`src/logic/cbg_pkg.sv`:
```
// constants and carrier types of the colour burst gate sequencer
// assumes mclk is the subcarrier clock from the quadrature divider
package cbg_pkg;
   localparam int CNT_W = 9;
   localparam logic [CNT_W-1:0] CNT_MAX = 9'h1ff;
   localparam logic [CNT_W-1:0] CNT_ZERO = 9'h000;
   localparam logic [CNT_W-1:0] CNT_ONE = 9'h001;
   localparam int DIV256_BIT = 8;
   // burst window, in subcarrier counts after the sampled sync edge
   localparam logic [CNT_W-1:0] NTSC_START = 9'h012;
   localparam logic [CNT_W-1:0] NTSC_LEN = 9'h009;
   localparam logic [CNT_W-1:0] PAL_START = 9'h018;
   localparam logic [CNT_W-1:0] PAL_LEN = 9'h00a;
   // half a line interval, in subcarrier counts
   localparam logic [CNT_W-1:0] NTSC_HALF = 9'h072;
   localparam logic [CNT_W-1:0] PAL_HALF = 9'h08e;
   localparam logic TOGGLE_RST = 1'b0;
   localparam int PIN_W = 5;

   typedef struct packed {
      logic syncIn;
      logic flagIn;
      logic flagDriven;
      logic stdSelIn;
      logic stdGrounded;
   } cbg_pins_t;

   typedef struct packed {
      logic byNeg;
      logic ryOn;
      logic ryNeg;
   } cbg_env_t;

   localparam cbg_pins_t PINS_RST = 5'h00;
   localparam cbg_env_t ENV_RST = 3'h0;
endpackage

```
`src/logic/cbg_sequencer.sv`:
```
// burst gate and burst phase sequencer, one subcarrier clock domain
// assumes sync, flag and select pins are asynchronous; pad logic resolves stdSel
// Operation
// - ntsc burst starts 18 counts after edge
// - ntsc burst lasts exactly nine cycles
// - counter restarts on resampled sync, one-count jitter
// - pal burst starts 24 counts after edge
// - pal burst lasts ten cycles
// - chosen gate envelope goes to colour paths
// - external flag high gives burst, low stops
// - flag held low suppresses internal burst
// - pal: b-y negative, r-y on, r-y sign alternates
// - pal: open select enables toggle, drives squarewave
// - ntsc: negative envelope on b-y only
// - resampled sync resets nine-bit counter
// - standard from divide-by-256 bit per line
// - edges before half line are ignored
`timescale 1ns/1ps
module cbg_sequencer (
   input wire logic mclk,
   input wire logic arst_n,
   input wire logic ce,
   input wire logic syncIn,
   input wire logic flagIn,
   input wire logic flagDriven,
   input wire logic stdSelIn,
   input wire logic stdGrounded,
   output logic stdSelOut,
   output logic stdSelOe,
   output logic burstGate,
   output cbg_pkg::cbg_env_t envOut,
   output logic palMode
);
   import cbg_pkg::*;

   typedef struct packed {
      logic [CNT_W-1:0] cnt;
      logic armed;
      logic palMode;
      logic toggle;
      logic prevSync;
      logic [1:0] outHist;
      logic [CNT_W-1:0] gateRun;
      cbg_env_t env;
   } cbg_state_t;

   cbg_state_t st;
   cbg_state_t next_st;
   cbg_pins_t pinsS;
   logic syncEdge;
   logic validEdge;
   logic toggleEn;
   logic intGate;
   logic gate;

   function automatic logic inWindow(input logic [CNT_W-1:0] c, input logic pal);
      logic [CNT_W-1:0] s;
      logic [CNT_W-1:0] e;
      s = pal ? PAL_START : NTSC_START;
      e = pal ? PAL_START + PAL_LEN : NTSC_START + NTSC_LEN;
      return (c >= s) && (c < e);
   endfunction

   cbg_sync2 u_sync (
      .mclk(mclk),
      .arst_n(arst_n),
      .ce(ce),
      .pinsIn({syncIn, flagIn, flagDriven, stdSelIn, stdGrounded}),
      .pinsOut(pinsS)
   );

   always_comb begin
      next_st = st;
      syncEdge = pinsS.syncIn && !st.prevSync;
      validEdge = syncEdge && (st.cnt >= (st.palMode ? PAL_HALF : NTSC_HALF));
      toggleEn = st.palMode && !pinsS.stdGrounded;
      intGate = 1'b0;
      gate = 1'b0;
      if (ce) begin
         next_st.prevSync = pinsS.syncIn;
         // driven level history, matches synchroniser latency
         next_st.outHist = {st.outHist[0], st.toggle};
         if (validEdge) begin
            next_st.cnt = CNT_ZERO;
            next_st.armed = 1'b1;
            if (st.armed) begin
               next_st.palMode = st.cnt[DIV256_BIT];
            end
            if (toggleEn) begin
               next_st.toggle = !st.toggle;
            end
         end else if (st.cnt != CNT_MAX) begin
            next_st.cnt = st.cnt + CNT_ONE;
         end
         // only a low read while our own high has reached the synchroniser
         if (toggleEn && st.toggle && st.outHist[1] && !pinsS.stdSelIn) begin
            next_st.toggle = !st.toggle;
         end
         intGate = next_st.armed && inWindow(next_st.cnt, next_st.palMode);
         gate = pinsS.flagDriven ? pinsS.flagIn : intGate;
         next_st.env.byNeg = gate;
         next_st.env.ryOn = gate && next_st.palMode;
         next_st.env.ryNeg = gate && next_st.palMode && !next_st.toggle;
         // run length of the gate, for the length checks
         if (!gate) begin
            next_st.gateRun = CNT_ZERO;
         end else if (!st.env.byNeg) begin
            next_st.gateRun = CNT_ONE;
         end else if (st.gateRun != CNT_MAX) begin
            next_st.gateRun = st.gateRun + CNT_ONE;
         end
      end
   end

   always_ff @(posedge mclk or negedge arst_n) begin
      if (!arst_n) begin
         st <= {CNT_MAX, 1'b0, 1'b0, TOGGLE_RST, 1'b0, 2'b00, CNT_ZERO, ENV_RST};
      end else begin
         st <= next_st;
      end
   end

   assign stdSelOut = st.toggle;
   assign stdSelOe = toggleEn;
   assign burstGate = st.env.byNeg;
   assign envOut = st.env;
   assign palMode = st.palMode;
endmodule // cbg_sequencer

```
`src/logic/cbg_sync2.sv`:
```
// two-flop synchroniser for a group of pin levels
// assumes inputs are asynchronous to mclk
`timescale 1ns/1ps
module cbg_sync2 (
   input wire logic mclk,
   input wire logic arst_n,
   input wire logic ce,
   input wire cbg_pkg::cbg_pins_t pinsIn,
   output cbg_pkg::cbg_pins_t pinsOut
);
   import cbg_pkg::*;

   typedef struct packed {
      cbg_pins_t meta;
      cbg_pins_t stable;
   } cbg_sync_state_t;

   cbg_sync_state_t st;
   cbg_sync_state_t next_st;

   always_comb begin
      next_st = st;
      if (ce) begin
         next_st.meta = pinsIn;
         next_st.stable = st.meta;
      end
   end

   always_ff @(posedge mclk or negedge arst_n) begin
      if (!arst_n) begin
         st <= {PINS_RST, PINS_RST};
      end else begin
         st <= next_st;
      end
   end

   assign pinsOut = st.stable;
endmodule // cbg_sync2

```
`config.mk`:
```
export PLATFORM = sky130hd
export DESIGN_NAME = cbg_sequencer
export DESIGN_NICKNAME = d
export VERILOG_FILES = /design/src/logic/cbg_pkg.sv /design/src/logic/cbg_sequencer.sv /design/src/logic/cbg_sync2.sv
export SDC_FILE = /design/constraint.sdc
export NUM_CORES = 1
export LEC_CHECK = 0
export BUFFER_PORTS_ARGS = -buffer_cell sky130_fd_sc_hd__buf_2
export CAP_MARGIN = 20
export CORE_UTILIZATION = 40
export DETAILED_ROUTE_END_ITERATION = 10
export PLACE_DENSITY = 0.66
export SYNTH_ARGS = -nofsm -noshare
export SYNTH_HDL_FRONTEND = slang
export SYNTH_SLANG_ARGS = --single-unit
```
`constraint.sdc`:
```
create_clock -name mclk -period 7.5 [get_ports mclk]
set_input_delay 1.125 -clock mclk [delete_from_list [all_inputs] [get_ports mclk]]
set_output_delay 1.125 -clock mclk [all_outputs]
set_load 0.03 [all_outputs]
```
# [After elaboration in Yosys (flattened, before gate mapping)]
# Cells that the tools add are included.
[totals] reg_bits=28 in_bits=8 output_inout_bits=7 wordCells=52
[classes] add_sub_neg=1 order_cmp=3 eq_ne=1 mux=13 reduce_logical=15
[ops] operator="9-bit 2-to-1 mux" n=3
[ops] operator="1-bit logical AND" n=10
[ops] operator="9-bit by 1-bit adder with 9-bit output (second input constant)" n=1
[ops] operator="9-bit by 5-bit greater-or-equal comparator with 1-bit output" n=1
[ops] operator="9-bit by 8-bit greater-or-equal comparator with 1-bit output" n=1
[ops] operator="9-bit by 6-bit less-than comparator with 1-bit output" n=1
[ops] operator="9-bit != test (second input constant)" n=1
[ops] operator="8-bit 2-to-1 mux" n=1
[ops] operator="3-bit 2-to-1 mux" n=2
[ops] operator="6-bit 2-to-1 mux" n=1
[ops] operator="1-bit logical NOT" n=5
[ops] operator="1-bit 2-to-1 mux" n=5
[ops] operator="4-bit 2-to-1 mux" n=1

# [Depth between registers and ports, before layout]
[depth] word_depth=12 depth_mapped=14 mapped_depth_nobuf=14

# [Modules after synthesis]
# From an unflattened synthesis, not the netlist that was laid out.
[hier_totals] cells_unflattened=170 area_unflattened_um2=1835.5
[by_module_without_submodules] module="cbg_sequencer" n_inst=1 cells_per_inst=144 area_each_um2=1386.3 seq_area_each_um2=461.7
[by_module_without_submodules] module="cbg_sync2" n_inst=1 cells_per_inst=26 area_each_um2=449.2 seq_area_each_um2=250.2

# [Worst setup path before layout]
# OpenSTA, ideal clock, no wires.
[synth_path] path_kind="register to register" from="register st, in the netlist palMode" to="register st, in the netlist burstGate" setup_ps=125 arrival_time_ps=3230 required_ps=7375 setup_slack_ps=4145 stages_incl_launch_ff=15 path_buffers=0 period_less_slack_ps=3355 cell_sequence="dfrtp_1 > inv_1 > ha_1 > a21oi_1 > o22ai_1 > a21oi_1 > or2_2 > inv_1 > ha_1 > o211ai_1 > o2111a_1 > mux2i_1 > a221oi_1 > a211oi_2 > mux2_2"
[synth_between] elab_chain_len=10 word_cells_on_any_way=15 cone_classes="order compare (3); mux (9); reduce/logical (3)"
[synth_rtl] element="start, declared" line_no="cbg_sequencer.sv:47" rtl="cbg_state_t st;"
[synth_rtl] element="start signal, assigned" line_no="cbg_sequencer.sv:117" rtl="st <= {CNT_MAX, 1'b0, 1'b0, TOGGLE_RST, 1'b0, 2'b00, CNT_ZERO, ENV_RST};"
[synth_rtl] element="start signal, assigned" line_no="cbg_sequencer.sv:119" rtl="st <= next_st;"
[synth_rtl] element="8-bit 2-to-1 mux" line_no="cbg_sequencer.sv:75" rtl="validEdge = syncEdge && (st.cnt >= (st.palMode ? PAL_HALF : NTSC_HALF));"
[synth_rtl] element="9-bit by 8-bit greater-or-equal comparator with 1-bit output" line_no="cbg_sequencer.sv:75"
[synth_rtl] element="1-bit logical AND" line_no="cbg_sequencer.sv:75"
[synth_rtl] element="3-bit 2-to-1 mux" line_no="cbg_sequencer.sv:83" rtl="if (validEdge) begin"
[synth_rtl] element="3-bit 2-to-1 mux" line_no="cbg_sequencer.sv:79" rtl="if (ce) begin"
[synth_rtl] element="4-bit 2-to-1 mux or 6-bit 2-to-1 mux (tied branches)" line_no="cbg_sequencer.sv:59, cbg_sequencer.sv:60"
[synth_rtl] element="9-bit by 5-bit greater-or-equal comparator with 1-bit output or 9-bit by 6-bit less-than comparator with 1-bit output (tied branches)" line_no="cbg_sequencer.sv:61" rtl="return (c >= s) && (c < e);"
[synth_rtl] element="1-bit logical AND" line_no="cbg_sequencer.sv:61"
[synth_rtl] element="1-bit logical AND *" line_no="cbg_sequencer.sv:99" rtl="intGate = next_st.armed && inWindow(next_st.cnt, next_st.palMode);"
[synth_rtl] element="1-bit 2-to-1 mux *" line_no="cbg_sequencer.sv:100" rtl="gate = pinsS.flagDriven ? pinsS.flagIn : intGate;"
# Every way passes the cells marked *; elsewhere a longest branch is shown, timed or not. The select of a mux whose other input is x is not followed.
# A chain may end at the register's enable or synchronous reset.

# [Worst setup path in the final report]
# Ends and elaborated chain as after synthesis.

==> report_table.html <==
<table>
<tr><th>Metric</th><th>Value</th></tr>
<tr><th colspan="2">Pwr</th></tr>
<tr><td>Part of the power in combinational logic</td><td>0.419</td></tr>
<tr><td>Leak Pwr</td><td>0.839 nW</td></tr>
<tr><td>Switching power as a share of total power</td><td>0.400</td></tr>
<tr><td>Fraction of power consumed by the clock network</td><td>0.157</td></tr>
<tr><td>Power per cell area</td><td>312 mW/mm2</td></tr>
<tr><td>Worst ir drop on vdd</td><td>roughly 0.17 mV</td></tr>
<tr><td>Total chip power</td><td>~600 uW</td></tr>
<tr><td>Power share of the sequential group</td><td>0.424</td></tr>
<tr><td>P_int</td><td>between 300 and 400 uW</td></tr>
<tr><td>Net switching power</td><td>between 200 and 250 uW</td></tr>
<tr><th colspan="2">Clock network</th></tr>
<tr><td>H-tree depth</td><td>1</td></tr>
<tr><td>Count of clock tree sinks</td><td>28</td></tr>
<tr><td>Clock tree from TritonCTS</td><td>built</td></tr>
<tr><td>Setup repair bufs after CTS</td><td>0</td></tr>
<tr><td>Clock-pin slew reported for the worst setup and hold paths after clock tree synthesis</td><td>roughly 0.090 ns</td></tr>
<tr><td>CTS-repair resized insts</td><td>0</td></tr>
<tr><td>CTS Buf Count</td><td>3</td></tr>
<tr><td>Number of buffers inserted by hold repair at cts</td><td>0</td></tr>
<tr><td>CTS Buffer Depth</td><td>2</td></tr>
<tr><td>Clock latency of the later-clocked register in the worst-skew pair</td><td>0.27 ns</td></tr>
<tr><td>CTS root buf</td><td>clkbuf_8</td></tr>
<tr><th colspan="2">Synthesis</th></tr>
<tr><td>Avg Inst Size Synth</td><td>between 10 and 15 um2</td></tr>
<tr><td>Total number of yosys warnings</td><td>0</td></tr>
<tr><td>Async set-or-reset flop fraction in the synthesized netlist</td><td>1.00</td></tr>
<tr><td>Primary flip-flop cell chosen by synthesis mapping</td><td>dfrtp_1</td></tr>
<tr><td>Post-synth design cell area</td><td>between 0.0015 and 0.002 mm2</td></tr>
<tr><td>Sequential area share after synthesis</td><td>0.409</td></tr>
<tr><td>Post-Synthesis Cells</td><td>approximately 170</td></tr>
<tr><td>Number of flip-flops and latches in the synthesized netlist</td><td>28</td></tr>
<tr><td>Count of flip-flops with a built-in enable after synthesis</td><td>0</td></tr>
<tr><td>Post-synthesis cell type count</td><td>between 40 and 50</td></tr>
<tr><td>Post-Syn Nets</td><td>189</td></tr>
<tr><th colspan="2">Routing</th></tr>
<tr><td>Initial DRT Pass Iterations</td><td>4</td></tr>
<tr><td>Detailed-route wire length per cell</td><td>15.8 um</td></tr>
<tr><td>Total detailed-routing wirelength</td><td>around 3600 um</td></tr>
<tr><td>Via density per instance</td><td>approximately 6</td></tr>
<tr><td>Routed Antenna Nets</td><td>0</td></tr>
<tr><td># DRC</td><td>0</td></tr>
<tr><td>Vias</td><td>around 1300</td></tr>
<tr><td>DRC violation total after the first TritonRoute iteration</td><td>89</td></tr>
<tr><th colspan="2">Die</th></tr>
<tr><td>Die X</td><td>between 60 and 70 um</td></tr>
<tr><td>Number of core rows</td><td>23</td></tr>
<tr><td>Initial core utilization</td><td>0.426</td></tr>
<tr><td>Number of top-level pins</td><td>15</td></tr>
<tr><td>Core Footprint</td><td>around 0.0041 mm2</td></tr>
<tr><td>Die outline height</td><td>just under 70 um</td></tr>
<tr><td>Die outline area</td><td>0.00462 mm2</td></tr>
<tr><th colspan="2">GRT</th></tr>
<tr><td>GR Layer Usage met3</td><td>0.0283</td></tr>
<tr><td>Overflow left after global routing</td><td>0</td></tr>
<tr><td>Met2 usage in global routing</td><td>0.282</td></tr>
<tr><td>Via count of the first global-routing pass</td><td>1279</td></tr>
<tr><td>Global routing's busiest layer</td><td>met2</td></tr>
<tr><td>Global-route wire length before repair</td><td>a little under 6000 um</td></tr>
<tr><td>Initial antenna violation count</td><td>0</td></tr>
<tr><td>Aggregate global-route resource usage</td><td>0.172</td></tr>
<tr><td>Largest net degree at the start of global routing</td><td>29</td></tr>
<tr><td>Met1 Track Usage GR</td><td>0.236</td></tr>
<tr><th colspan="2">Cells and area</th></tr>
<tr><td>Count of placed standard cells in the final layout, fillers left out</td><td>between 200 and 250</td></tr>
<tr><td>Area Growth Syn to Fin</td><td>7.76%</td></tr>
<tr><td>Post-route design area</td><td>roughly 0.0019 mm2</td></tr>
<tr><td>Fraction of final layout cells sized beyond drive strength 1</td><td>0.282</td></tr>
<tr><td>Number of antenna repair diodes</td><td>0</td></tr>
<tr><td>Layout net count</td><td>~200</td></tr>
<tr><td>Fill cell total of the finished layout</td><td>roughly 400</td></tr>
<tr><td>Final core area utilization</td><td>0.459</td></tr>
<tr><th colspan="2">Placed design</th></tr>
<tr><td>Setup slack after placement</td><td>~4 ns</td></tr>
<tr><td>Inst Count DP</td><td>223</td></tr>
<tr><td>Number of buffers added on ports</td><td>14</td></tr>
<tr><td>Half-perimeter wire length after detailed placement</td><td>2650 um</td></tr>
<tr><td>Placed inst area</td><td>0.00182 mm2</td></tr>
<tr><td>Routability congestion estimate from global placement</td><td>about 0.91</td></tr>
<tr><th colspan="2">Setup path</th></tr>
<tr><td>Critical path fanouts, max</td><td>7</td></tr>
<tr><td>Reg2Reg Depth</td><td>14</td></tr>
<tr><td>Source of the worst register-to-register timing path</td><td>palMode</td></tr>
<tr><td>Kind of launch point of the worst setup path</td><td>register</td></tr>
<tr><td>Required time at the endpoint of the critical path</td><td>around 7.7 ns</td></tr>
<tr><td>Ordered cell list for the critical path</td><td>inv_1, ha_1, a21oi_1, o22ai_1, a21oi_1, or2_2, inv_1, ha_1, o211ai_1, o2111a_1, mux2i_1, a221oi_1, a211oi_2, mux2_2</td></tr>
<tr><td>Destination of the worst register-to-register timing path</td><td>burstGate</td></tr>
<tr><td>Cell family contributing the most delay on the critical path</td><td>compound AO/OA/AOI/OAI gates</td></tr>
<tr><td>Endpoint class of the critical path</td><td>register</td></tr>
<tr><td>Critical path class</td><td>reg -&gt; reg</td></tr>
<tr><td>Number of buffer and inverter stages on the critical path</td><td>2</td></tr>
<tr><td>Stage delay of the slowest cell on the critical path</td><td>roughly 0.48 ns</td></tr>
<tr><td>Data arrival, critical path</td><td>3.69 ns</td></tr>
<tr><td>Reg-to-reg slack, setup</td><td>~4 ns</td></tr>
<tr><td>Slowest stage cell on the critical path</td><td>dfrtp_1</td></tr>
<tr><th colspan="2">Timing</th></tr>
<tr><td>Transition time at the pin with the least slew margin</td><td>between 0.6 and 0.7 ns</td></tr>
<tr><td>Maximum achievable frequency</td><td>0.283 GHz</td></tr>
<tr><td>Final critical-path setup slack</td><td>about 4.0 ns</td></tr>
<tr><td>Period utilisation layout</td><td>0.471</td></tr>
<tr><td>Endpoints failing hold</td><td>0</td></tr>
<tr><td>Setup TNS</td><td>0 ns</td></tr>
<tr><td>Total of endpoints with negative setup slack in the final report</td><td>0</td></tr>
<tr><td>Post-route worst hold slack</td><td>0.507 ns</td></tr>
<tr><td>Final max-slew violation count</td><td>0</td></tr>
<tr><td>Layout Skew</td><td>~0.0013 ns</td></tr>
<tr><td>Clock period minus worst slack</td><td>~3.5 ns</td></tr>
<tr><td>Worst slew margin relative to its limit</td><td>0.600</td></tr>
<tr><td>Setup repair after global routing missed its margin</td><td>false</td></tr>
<tr><th colspan="2">Min path</th></tr>
<tr><td>Hold Crit Depth</td><td>1</td></tr>
<tr><td>Source of the worst hold timing path</td><td>envOut[0]</td></tr>
<tr><td>Class of the most critical hold timing path</td><td>reg -&gt; reg</td></tr>
<tr><td>Hold-critical path endpoint</td><td>envOut[0]</td></tr>
<tr><th colspan="2">Flow run</th></tr>
<tr><td># Max-Cap Violations</td><td>0</td></tr>
<tr><th colspan="2">Run status</th></tr>
<tr><td>Result of the run</td><td>complete, no violations</td></tr>
</table>
placed cells by master (no fill, tap or decap), drive strengths merged, types with 4 or more instances in the layout:
| master | n |
|---|---|
| o211ai | 4 |
| nor2 | 7 |
| a21oi | 10 |
| dfrtp | 19 |
| buf | 14 |
| o21ai | 8 |
| dfstp | 9 |
| nand2 | 15 |
| clkbuf | 4 |
| a211oi | 5 |
| ha | 12 |
| nand3 | 6 |
| mux2 | 16 |
| inv | 6 |
area by class of cell:
class                      count  area (um2)  area share
multi-input combinational    125         953       0.508
clock buffer                   4        55.1      0.0294
tap                           50        62.6      0.0334
sequential                    28         712       0.380
timing repair buffer          14        70.1      0.0374
inverter                       6        22.5      0.0120
synthesized netlist by cell type, drive strengths merged (2+ instances only):
library cell	count	area, um2
a211oi	5	42.5
a21o	3	22.5
a21oi	10	50.1
a22o	2	17.5
a31o	3	26.3
a31oi	2	27.5
and3	2	12.5
buf	6	36.3
clkbuf	4	16.3
dfrtp	19	475
dfstp	9	236
ha	12	150
inv	6	22.5
mux2	16	180
nand2	15	56.3
nand3	6	30.0
nand4	3	25.0
nor2	7	26.3
nor3	2	10.0
o211ai	4	30.0
o21a	2	15.0
o21ai	8	40.0
o22ai	2	12.5
or2	2	12.5
xnor2	3	26.3
how the worst max path moves through the flow:
| stage | from | to | slack [ns] | cells past startpoint |
|---|---|---|---|---|
| final | palMode | burstGate | 3.97 | 14 |
| after global routing | palMode | burstGate | 3.70 | 14 |
| after CTS | palMode | burstGate | 3.97 | 14 |
| after detailed placement | palMode | burstGate | 4.02 | 14 |
| after global placement | palMode | burstGate | 4.10 | 14 |
| after floorplan | palMode | burstGate | 4.15 | 14 |
per-layer routing:
layer / wire [um] / share of wire / vias up
li1: - / - / 645
met1: 1680 / 0.47 / 651
met2: 1700 / 0.47 / 40
met3: 175 / 0.049 / 5
met4: 27 / 0.0075 / 0
met5: 0 / 0 / -
registers in the layout (all words and copies together), names as in the netlist:
signal and count:
u_sync.pinsOut 5, palMode 1, stdSelOut 1, u_sync.st 5, st 13, burstGate 1, envOut 2
cells by family (layout without fill, tap and decap cells):
group / Yosys count / count (layout) / share of synthesized area
mux: 17 / 17 / 0.109
buf+inv: 16 / 24 / 0.0431
compound gates: 49 / 49 / 0.206
flops: 28 / 28 / 0.409
fa+ha+maj: 12 / 12 / 0.0863
xor+xnor: 4 / 4 / 0.0201
simple gates: 43 / 43 / 0.127
power groups by stage:
stage          clock [mW]  sequential [mW]  combinational, mW
2_1_floorplan           0            0.244              0.190
5_1_grt            0.0995            0.256              0.274
3_3_place_gp            0            0.247              0.237
4_1_cts            0.0950            0.247              0.245
6_report           0.0918            0.248              0.245
3_5_place_dp            0            0.251              0.244
worst register-to-register path, cell delays in order (launching register included):
cell and delay (ns):
dfrtp_1 0.48, inv_1 0.16, ha_1 0.33, a21oi_1 0.07, o22ai_1 0.34, a21oi_1 0.21
or2_2 0.33, inv_1 0.13, ha_1 0.28, o211ai_1 0.09, o2111a_1 0.22, mux2i_1 0.07
a221oi_1 0.34, a211oi_2 0.10, mux2_2 0.27
No activity file was read; power rests on OpenSTA's default activity.
